$ cat src/pkg/erd_regs.vh
// Register map, field positions and timing constants of the event response delay timers
`ifndef ERD_REGS_VH
`define ERD_REGS_VH
`define ERD_NUM_EVT 9
`define ERD_DLY_BASE 8'h00
`define ERD_STAT_ADDR 8'h40
`define ERD_CLR_ADDR 8'h44
`define ERD_EN_ADDR 8'h48
`define ERD_NVM_ADDR 8'h4C
`define ERD_DIS_BIT 15
`define ERD_DLY_RESET 16'h0000
`define ERD_CLK_HZ 20000000
`define ERD_MS_PER_S 1000
`define ERD_TICK_CYCLES (`ERD_CLK_HZ / `ERD_MS_PER_S)
`define ERD_RESP_OKAY 2'b00
`define ERD_RESP_SLVERR 2'b10
`endif

$ cat src/rtl/erd_timers.v
// Event response delay timers with AXI4-Lite register access
// How it works
// - Bit 15 set in a delay setting suppresses that condition's action entirely.
// - Velocity following error has its own 16-bit delay word at index 4.
// - Positive velocity limit has its own delay word at index 5.
// - Negative velocity limit has its own delay word at index 6.
`timescale 1ns/1ps
`include "erd_regs.vh"
module erd_timers #(
  parameter N = 9,
  parameter TICK_CYCLES = `ERD_TICK_CYCLES
) (
  input wire clk_i,
  input wire rst_i,
  input wire [7:0] s_axi_awaddr,
  input wire s_axi_awvalid,
  output wire s_axi_awready,
  input wire [31:0] s_axi_wdata,
  input wire [3:0] s_axi_wstrb,
  input wire s_axi_wvalid,
  output wire s_axi_wready,
  output reg [1:0] s_axi_bresp,
  output reg s_axi_bvalid,
  input wire s_axi_bready,
  input wire [7:0] s_axi_araddr,
  input wire s_axi_arvalid,
  output wire s_axi_arready,
  output reg [31:0] s_axi_rdata,
  output reg [1:0] s_axi_rresp,
  output reg s_axi_rvalid,
  input wire s_axi_rready,
  input wire [N-1:0] cond_i,
  output reg [N-1:0] action_o,
  output reg nvm_we_o,
  output reg [3:0] nvm_addr_o,
  output reg [15:0] nvm_data_o,
  input wire nvm_load_i,
  input wire [3:0] nvm_load_addr_i,
  input wire [15:0] nvm_load_data_i,
  output wire irq_o
);
  ////////////////////////////////////////////////////////////////////////////
  // Write channel: address and data latched in either order
  reg aw_full_reg;
  reg w_full_reg;
  reg [7:0] aw_addr_reg;
  reg [31:0] w_data_reg;
  reg [3:0] w_strb_reg;
  reg [N-1:0] stat_reg;
  reg [N-1:0] en_reg;
  reg [N-1:0] clr_pulse;
  reg [15:0] shadow_reg [0:N-1];
  wire do_write;
  wire [7:0] wa;
  wire [5:0] widx;
  wire dly_hit;
  wire [15:0] wmerged;
  assign s_axi_awready = !aw_full_reg && !s_axi_bvalid;
  assign s_axi_wready = !w_full_reg && !s_axi_bvalid;
  assign do_write = aw_full_reg && w_full_reg && !s_axi_bvalid;
  assign wa = aw_addr_reg;
  assign widx = wa[7:2];
  assign dly_hit = (wa[1:0] == 2'b00) && (widx < N);
  assign wmerged = {w_strb_reg[1] ? w_data_reg[15:8] : shadow_reg[widx[3:0]][15:8],
                    w_strb_reg[0] ? w_data_reg[7:0] : shadow_reg[widx[3:0]][7:0]};
  always @(posedge clk_i or posedge rst_i) begin
    if (rst_i) begin
      aw_full_reg <= 1'b0;
      w_full_reg <= 1'b0;
      aw_addr_reg <= 8'h00;
      w_data_reg <= 32'h0000_0000;
      w_strb_reg <= 4'h0;
      s_axi_bvalid <= 1'b0;
      s_axi_bresp <= `ERD_RESP_OKAY;
    end else begin
      if (s_axi_awvalid && s_axi_awready) begin
        aw_full_reg <= 1'b1;
        aw_addr_reg <= s_axi_awaddr;
      end
      if (s_axi_wvalid && s_axi_wready) begin
        w_full_reg <= 1'b1;
        w_data_reg <= s_axi_wdata;
        w_strb_reg <= s_axi_wstrb;
      end
      if (do_write) begin
        aw_full_reg <= 1'b0;
        w_full_reg <= 1'b0;
        s_axi_bvalid <= 1'b1;
        if (dly_hit || wa == `ERD_CLR_ADDR || wa == `ERD_EN_ADDR || wa == `ERD_STAT_ADDR) begin
          s_axi_bresp <= `ERD_RESP_OKAY;
        end else begin
          s_axi_bresp <= `ERD_RESP_SLVERR;
        end
      end else if (s_axi_bvalid && s_axi_bready) begin
        s_axi_bvalid <= 1'b0;
      end
    end
  end
  ////////////////////////////////////////////////////////////////////////////
  // Delay settings: shadow copy steers timers, memory serves reads
  wire mem_we;
  wire [3:0] mem_waddr;
  wire [15:0] mem_wdata;
  wire [15:0] mem_rdata;
  reg [3:0] mem_raddr;
  assign mem_we = (do_write && dly_hit) || nvm_load_i;
  assign mem_waddr = nvm_load_i ? nvm_load_addr_i : widx[3:0];
  assign mem_wdata = nvm_load_i ? nvm_load_data_i : wmerged;
  erd_delay_mem #(
    .DEPTH(N),
    .AW(4)
  ) u_mem (
    .clk_i(clk_i),
    .we_i(mem_we),
    .waddr_i(mem_waddr),
    .wdata_i(mem_wdata),
    .raddr_i(mem_raddr),
    .rdata_o(mem_rdata)
  );
  // Software write to a delay word in a cycle without nvm_load_i is pushed to storage so it survives power cycles
  always @(posedge clk_i or posedge rst_i) begin
    if (rst_i) begin
      nvm_we_o <= 1'b0;
      nvm_addr_o <= 4'h0;
      nvm_data_o <= 16'h0000;
    end else begin
      nvm_we_o <= do_write && dly_hit && !nvm_load_i;
      nvm_addr_o <= widx[3:0];
      nvm_data_o <= wmerged;
    end
  end
  ////////////////////////////////////////////////////////////////////////////
  // Millisecond time base
  reg [31:0] tick_cnt_reg;
  wire ms_tick;
  assign ms_tick = (tick_cnt_reg == TICK_CYCLES - 1);
  always @(posedge clk_i or posedge rst_i) begin
    if (rst_i) begin
      tick_cnt_reg <= 32'h0000_0000;
    end else if (ms_tick) begin
      tick_cnt_reg <= 32'h0000_0000;
    end else begin
      tick_cnt_reg <= tick_cnt_reg + 32'h0000_0001;
    end
  end
  ////////////////////////////////////////////////////////////////////////////
  // Per-condition timers; shadow index 4,5,6 are vel-follow, +vel, -vel limits
  wire [N-1:0] done;
  genvar g;
  generate
    for (g = 0; g < N; g = g + 1) begin : g_tmr
      reg [15:0] cnt_reg;
      reg busy_reg;
      reg cond_d_reg;
      wire rise;
      wire [15:0] dly;
      wire [15:0] target;
      assign dly = shadow_reg[g];
      assign rise = cond_i[g] && !cond_d_reg;
      // The tick runs free, so the first tick after the rise is only a partial millisecond.
      // One extra tick makes the wait at least the programmed time, at most one ms more.
      assign target = {1'b0, dly[14:0]} + {15'h0000, |dly[14:0]};
      // A condition that is gone in the final cycle must not fire either
      assign done[g] = busy_reg && cond_i[g] && (cnt_reg == target) && !dly[`ERD_DIS_BIT];
      always @(posedge clk_i or posedge rst_i) begin
        if (rst_i) begin
          shadow_reg[g] <= `ERD_DLY_RESET;
        end else if (mem_we && mem_waddr == g) begin
          shadow_reg[g] <= mem_wdata;
        end
      end
      always @(posedge clk_i or posedge rst_i) begin
        if (rst_i) begin
          cnt_reg <= 16'h0000;
          busy_reg <= 1'b0;
          cond_d_reg <= 1'b0;
          action_o[g] <= 1'b0;
        end else begin
          cond_d_reg <= cond_i[g];
          action_o[g] <= done[g];
          // A condition that goes away before the delay ends cancels the action
          if (rise && !dly[`ERD_DIS_BIT]) begin
            busy_reg <= 1'b1;
            cnt_reg <= 16'h0000;
          end else if (!cond_i[g] || done[g] || dly[`ERD_DIS_BIT]) begin
            busy_reg <= 1'b0;
          end else if (busy_reg && ms_tick) begin
            cnt_reg <= cnt_reg + 16'h0001;
          end
        end
      end
      // Sticky status: a new event wins over a clear in the same cycle
      always @(posedge clk_i or posedge rst_i) begin
        if (rst_i) begin
          stat_reg[g] <= 1'b0;
        end else if (done[g]) begin
          stat_reg[g] <= 1'b1;
        end else if (clr_pulse[g]) begin
          stat_reg[g] <= 1'b0;
        end
      end
    end
  endgenerate
  always @* begin
    clr_pulse = {N{1'b0}};
    if (do_write && wa == `ERD_CLR_ADDR) begin
      clr_pulse = w_data_reg[N-1:0];
    end
  end
  always @(posedge clk_i or posedge rst_i) begin
    if (rst_i) begin
      en_reg <= {N{1'b0}};
    end else if (do_write && wa == `ERD_EN_ADDR) begin
      en_reg <= w_data_reg[N-1:0];
    end
  end
  assign irq_o = |(stat_reg & en_reg);
  ////////////////////////////////////////////////////////////////////////////
  // Read channel: one-hot sequencer, answer two cycles after the address is taken
  // The memory sees the bus address at once, so its registered data are ready one edge later
  localparam RD_IDLE = 3'b001;
  localparam RD_FETCH = 3'b010;
  localparam RD_ANSWER = 3'b100;
  reg [2:0] rd_state_reg;
  reg [2:0] rd_state_next;
  reg [7:0] ar_addr_reg;
  reg [7:0] ar_addr_next;
  reg [31:0] rdata_next;
  reg [1:0] rresp_next;
  reg rvalid_next;
  wire rd_dly_hit;
  assign s_axi_arready = rd_state_reg[0];
  assign rd_dly_hit = (ar_addr_reg[1:0] == 2'b00) && (ar_addr_reg[7:2] < N);
  always @* begin
    mem_raddr = s_axi_araddr[5:2];
  end
  always @* begin
    rd_state_next = rd_state_reg;
    ar_addr_next = ar_addr_reg;
    rdata_next = s_axi_rdata;
    rresp_next = s_axi_rresp;
    rvalid_next = s_axi_rvalid;
    case (rd_state_reg)
      RD_IDLE: begin
        if (s_axi_arvalid) begin
          ar_addr_next = s_axi_araddr;
          rd_state_next = RD_FETCH;
        end
      end
      RD_FETCH: begin
        rd_state_next = RD_ANSWER;
        rvalid_next = 1'b1;
        rresp_next = `ERD_RESP_OKAY;
        rdata_next = 32'h0000_0000;
        if (rd_dly_hit) begin
          rdata_next = {16'h0000, mem_rdata};
        end else if (ar_addr_reg == `ERD_STAT_ADDR) begin
          rdata_next[N-1:0] = stat_reg;
        end else if (ar_addr_reg == `ERD_EN_ADDR) begin
          rdata_next[N-1:0] = en_reg;
        end else if (ar_addr_reg != `ERD_CLR_ADDR) begin
          rresp_next = `ERD_RESP_SLVERR;
        end
      end
      RD_ANSWER: begin
        // Data stand unchanged until the master takes them
        if (s_axi_rready) begin
          rvalid_next = 1'b0;
          rd_state_next = RD_IDLE;
        end
      end
      default: begin
        rd_state_next = RD_IDLE;
        rvalid_next = 1'b0;
      end
    endcase
  end
  always @(posedge clk_i or posedge rst_i) begin
    if (rst_i) begin
      rd_state_reg <= RD_IDLE;
      ar_addr_reg <= 8'h00;
      s_axi_rvalid <= 1'b0;
      s_axi_rdata <= 32'h0000_0000;
      s_axi_rresp <= `ERD_RESP_OKAY;
    end else begin
      rd_state_reg <= rd_state_next;
      ar_addr_reg <= ar_addr_next;
      s_axi_rvalid <= rvalid_next;
      s_axi_rdata <= rdata_next;
      s_axi_rresp <= rresp_next;
    end
  end
endmodule // erd_timers

$ cat src/rtl/erd_delay_mem.v
// Small delay-setting memory with registered read data
`timescale 1ns/1ps
module erd_delay_mem #(
  parameter DEPTH = 9,
  parameter AW = 4
) (
  input wire clk_i,
  input wire we_i,
  input wire [AW-1:0] waddr_i,
  input wire [15:0] wdata_i,
  input wire [AW-1:0] raddr_i,
  output reg [15:0] rdata_o
);
  reg [15:0] mem_reg [0:DEPTH-1];
  // No reset: contents are restored from non-volatile storage after power-up
  always @(posedge clk_i) begin
    if (we_i) begin
      mem_reg[waddr_i] <= wdata_i;
    end
    rdata_o <= mem_reg[raddr_i];
  end
endmodule // erd_delay_mem

$ cat config.mk
export PLATFORM = sky130hd
export DESIGN_NAME = erd_timers
export DESIGN_NICKNAME = d
export VERILOG_FILES = /design/src/rtl/erd_timers.v /design/src/rtl/erd_delay_mem.v
export VERILOG_INCLUDE_DIRS = /design/src /design/src/pkg
export SDC_FILE = /design/constraint.sdc
export NUM_CORES = 2
export LEC_CHECK = 0
export BUFFER_PORTS_ARGS = -buffer_cell sky130_fd_sc_hd__buf_4
export CORE_AREA = 2 2 235 237
export CTS_BUF_LIST = sky130_fd_sc_hd__clkbuf_8 sky130_fd_sc_hd__clkbuf_16
export CTS_CLUSTER_SIZE = 8
export DETAILED_ROUTE_END_ITERATION = 10
export DIE_AREA = 0 0 237 239
export PLACE_DENSITY = 0.78
export REMOVE_ABC_BUFFERS = 1
export SLEW_MARGIN = 20
export SYNTH_ARGS = -nofsm -noshare
export SYNTH_HDL_FRONTEND = slang
export SYNTH_SLANG_ARGS = --single-unit
$ cat constraint.sdc
create_clock -name clk_i -period 21.5 [get_ports clk_i]
set_input_delay 4.3 -clock clk_i [delete_from_list [all_inputs] [get_ports clk_i]]
set_output_delay 4.3 -clock clk_i [all_outputs]
set_load 0.02 [all_outputs]
==> flow_metrics.tcl <==
set metrics [dict create \
    outcome "complete, no violations" \
    hold_buffers 0 \
    switching_share_pct 39.3 \
    drtIter0Drc 2725 \
    synth_top_flop_cell "dfrtp_1" \
    path_delay_family "buffers and inverters" \
    dieArea_sq_mm 0.0566 \
    layout_commonest_cell "dfrtp_1" \
    htree_levels 3 \
    tns_ps 0 \
    gr-total-overflow 0 \
    layout_common_cells "dfrtp_1, nand2_1, a21oi_1" \
    clkLatencyLatePin_ps 650 \
    synth.distinct_cells 83 \
    final_cells 4008 \
    maxSlewViolCount 0 \
    grt_pass1_vias 25700 \
    crit_path_cell_trace "buf_4 > nor4_1 > a31oi_1 > nand2b_2 > inv_1" \
    placed_cells 3874 \
    postRouteAntennaNets 0 \
    synth_warnings 0 \
    grt.total_usage_pct 32.4 \
    antenna_found_initial 1 \
    avgSynthCellArea_sq_um 10.1 \
    numCtsBuffers 86 \
    rsz0062_at_grt "false" \
    hold_path.class "flip-flop to flip-flop" \
    nNetsFinal 3385 \
    synth_top_area_share_pct 34.5 \
    clockBufferDepth 3 \
    cp_num_cells 5 \
    grt_pass1_wl_microns 144000 \
    drv_cap 0 \
    worst_slew_pin_slew_ps 1270 \
    rows 86 \
    reg2reg_depth 12 \
    start_util_pct 59.3 \
    fp.coreArea_sq_mm 0.0543 \
    path_buf_inv 2 \
    pwr_density_cell_mw_per_mm2 125 \
    clock.fmax_ghz 0.149 \
    fill_cells 4020 \
    rr_endpoint "g_tmr[4].busy_reg" \
    period_share_pct 31.3 \
    cts-resized-gates 0 \
    dp.final_hpwl_microns 61400 \
    portBuffers 124 \
    cp_max_fo 47 \
    switching_power_w 0.00178 \
    worst_setup_path_end_kind "flip-flop" \
    fin_ws_ps 14770 \
    postCtsSetupRepairBufs 0 \
    syn2layout_area_growth_pct 12.4 \
    power_leakage_nw 14.9 \
    yosysSeqAreaShare_pct 49.0 \
    synth.area.top_cells "dfrtp_1, edfxtp_1, mux4_2" \
    finClkSkew_ps 44.2 \
    worstHoldPathCells 2 \
    num_io_pins 161 \
    viasPerCell 6.57 \
    synth_seq_cells 605 \
    worst_ep_arrival_time_ps 6950 \
    startpoint_type "input port" \
    cts_tree "done" \
    post-place-ws_ps 13710 \
    die_h_microns 239 \
    syn_inst 3196 \
    p_int_w 0.00276 \
    drive_above_1_share_pct 13.1 \
    power.share.sequential_pct 41.1 \
    synthArstFlopShare_pct 73.6 \
    grt_max_degree 104 \
    r2r_start "g_tmr[4].dly[1]" \
    power_frac_clock_pct 27.4 \
    cp.required_ps 21730 \
    worst-setup-path-type "input port to flip-flop" \
    clkSinkCount 605 \
    fin_crit_ps 6730 \
    r2r_slack_ps 17480 \
    fin_util_pct 66.6 \
    crit_path_max_incr_delay_ps 750 \
    post-synth-top-area-cell "dfrtp_1" \
    drcViolationCount 0 \
    relSlewSlack_pct 14.7 \
    synth_edf_count 144 \
    netlist_area_sq_mm 0.0322 \
    startpoint "nvm_load_i" \
    dr_total_vias 26300 \
    crit_end "u_mem.mem_reg[3][6]" \
    routed_wl_microns 91100 \
    globalplace.congestion 0.942 \
    root_buffer "clkbuf_16" \
    p_comb_share_pct 31.5 \
    slowest_stage "a31oi_1" \
    path_clk_slew_ps 50 \
    wire_per_inst_microns 22.7 \
    dr.pass1.iters 6 \
    finalSetupViolations 0 \
    hold_viol_final 0 \
    vdd_ir_drop_max_uv 87.7 \
    finalPower_w 0.00454 \
    die_x_microns 237 \
]
==> cell families after synthesis <==
kind of cell    count (synthesis)  synth area share [%]
xor+xnor                      195                  5.30
simple gates                 1215                  20.0
fa+ha+maj                      37                  1.44
flops                         605                  49.0
buf+inv                       312                  3.90
mux                           178                  8.20
other cells                     1                0.0116
compound gates                653                  12.2
==> worst min-delay path by stage <==
stage	slack [ps]	from	endpoint
3_3_place_gp	420	u_mem.rdata_o[12]	s_axi_rdata[12]
4_1_cts	440	u_mem.rdata_o[10]	s_axi_rdata[10]
3_5_place_dp	430	u_mem.rdata_o[14]	s_axi_rdata[14]
2_1_floorplan	410	u_mem.rdata_o[10]	s_axi_rdata[10]
6_report	430	u_mem.rdata_o[10]	s_axi_rdata[10]
5_1_grt	460	u_mem.rdata_o[14]	s_axi_rdata[14]
==> routing by layer <==
layer | share of wire, % | vias up | global-route usage [%]
met5 | 0 | - | 0
met4 | 4.7 | 0 | 14.8
met3 | 8.5 | 235 | 6.37
met2 | 47 | 1225 | 52.1
met1 | 40 | 13000 | 42.7
li1 | - | 11900 | -
==> tightest hold or removal path, delay by kind of cell, from the launching register on <==
family	cells	cell delay (ps)
and+or+nand+nor	2	100
DFF	1	290
==> layout make-up <==
class	instances	area (sq um)	share of cell area, %
clock inverter	45	315	0.871
inverter	97	372	1.03
timing repair buffer	173	1300	3.60
multi-input combinational	2296	15400	42.5
tap	704	881	2.43
sequential	605	15800	43.6
antenna	1	2.50	0.00691
clock buffer	87	2170	5.98
==> power by group through the flow <==
stage / clock network, W / registers (W) / logic (W)
floorplan: 0 / 0.00176 / 0.000894
global placement: 0 / 0.00184 / 0.00134
detailed placement: 0 / 0.00186 / 0.00139
CTS: 0.00126 / 0.00185 / 0.00140
global route: 0.00131 / 0.00189 / 0.00154
finish: 0.00124 / 0.00187 / 0.00143
==> synthesized netlist by cell type, types with 13 or more instances <==
| master | instances |
|---|---|
| a211oi_1 | 16 |
| a21o_1 | 16 |
| a21oi_1 | 256 |
| a31oi_1 | 21 |
| and2_1 | 26 |
| and3_1 | 57 |
| and4_1 | 23 |
| buf_1 | 19 |
| buf_4 | 18 |
| clkbuf_1 | 175 |
| dfrtp_1 | 444 |
| dfxtp_1 | 16 |
| edfxtp_1 | 144 |
| ha_1 | 37 |
| inv_1 | 97 |
| mux2_2 | 46 |
| mux2i_1 | 68 |
| mux4_2 | 64 |
| nand2_1 | 263 |
| nand2b_1 | 36 |
| nand3_1 | 132 |
| nand3b_1 | 17 |
| nand4_1 | 71 |
| nor2_1 | 249 |
| nor2b_1 | 13 |
| nor3_1 | 54 |
| nor3b_1 | 17 |
| nor4_1 | 62 |
| nor4b_1 | 22 |
| o211ai_1 | 17 |
| o21ai_0 | 184 |
| o31ai_1 | 30 |
| or3_1 | 78 |
| or4_1 | 47 |
| xnor2_1 | 115 |
| xor2_1 | 80 |
==> metrics by stage <==
step | cell area, sq um | hold slack [ps]
6_report | 36200 | 434
5_1_grt | 36200 | 461
4_1_cts | 36200 | 439
3_5_place_dp | 33700 | 430
3_3_place_gp | 33700 | 425
2_1_floorplan | 31400 | 414
No activity file was read; power rests on OpenSTA's default activity.
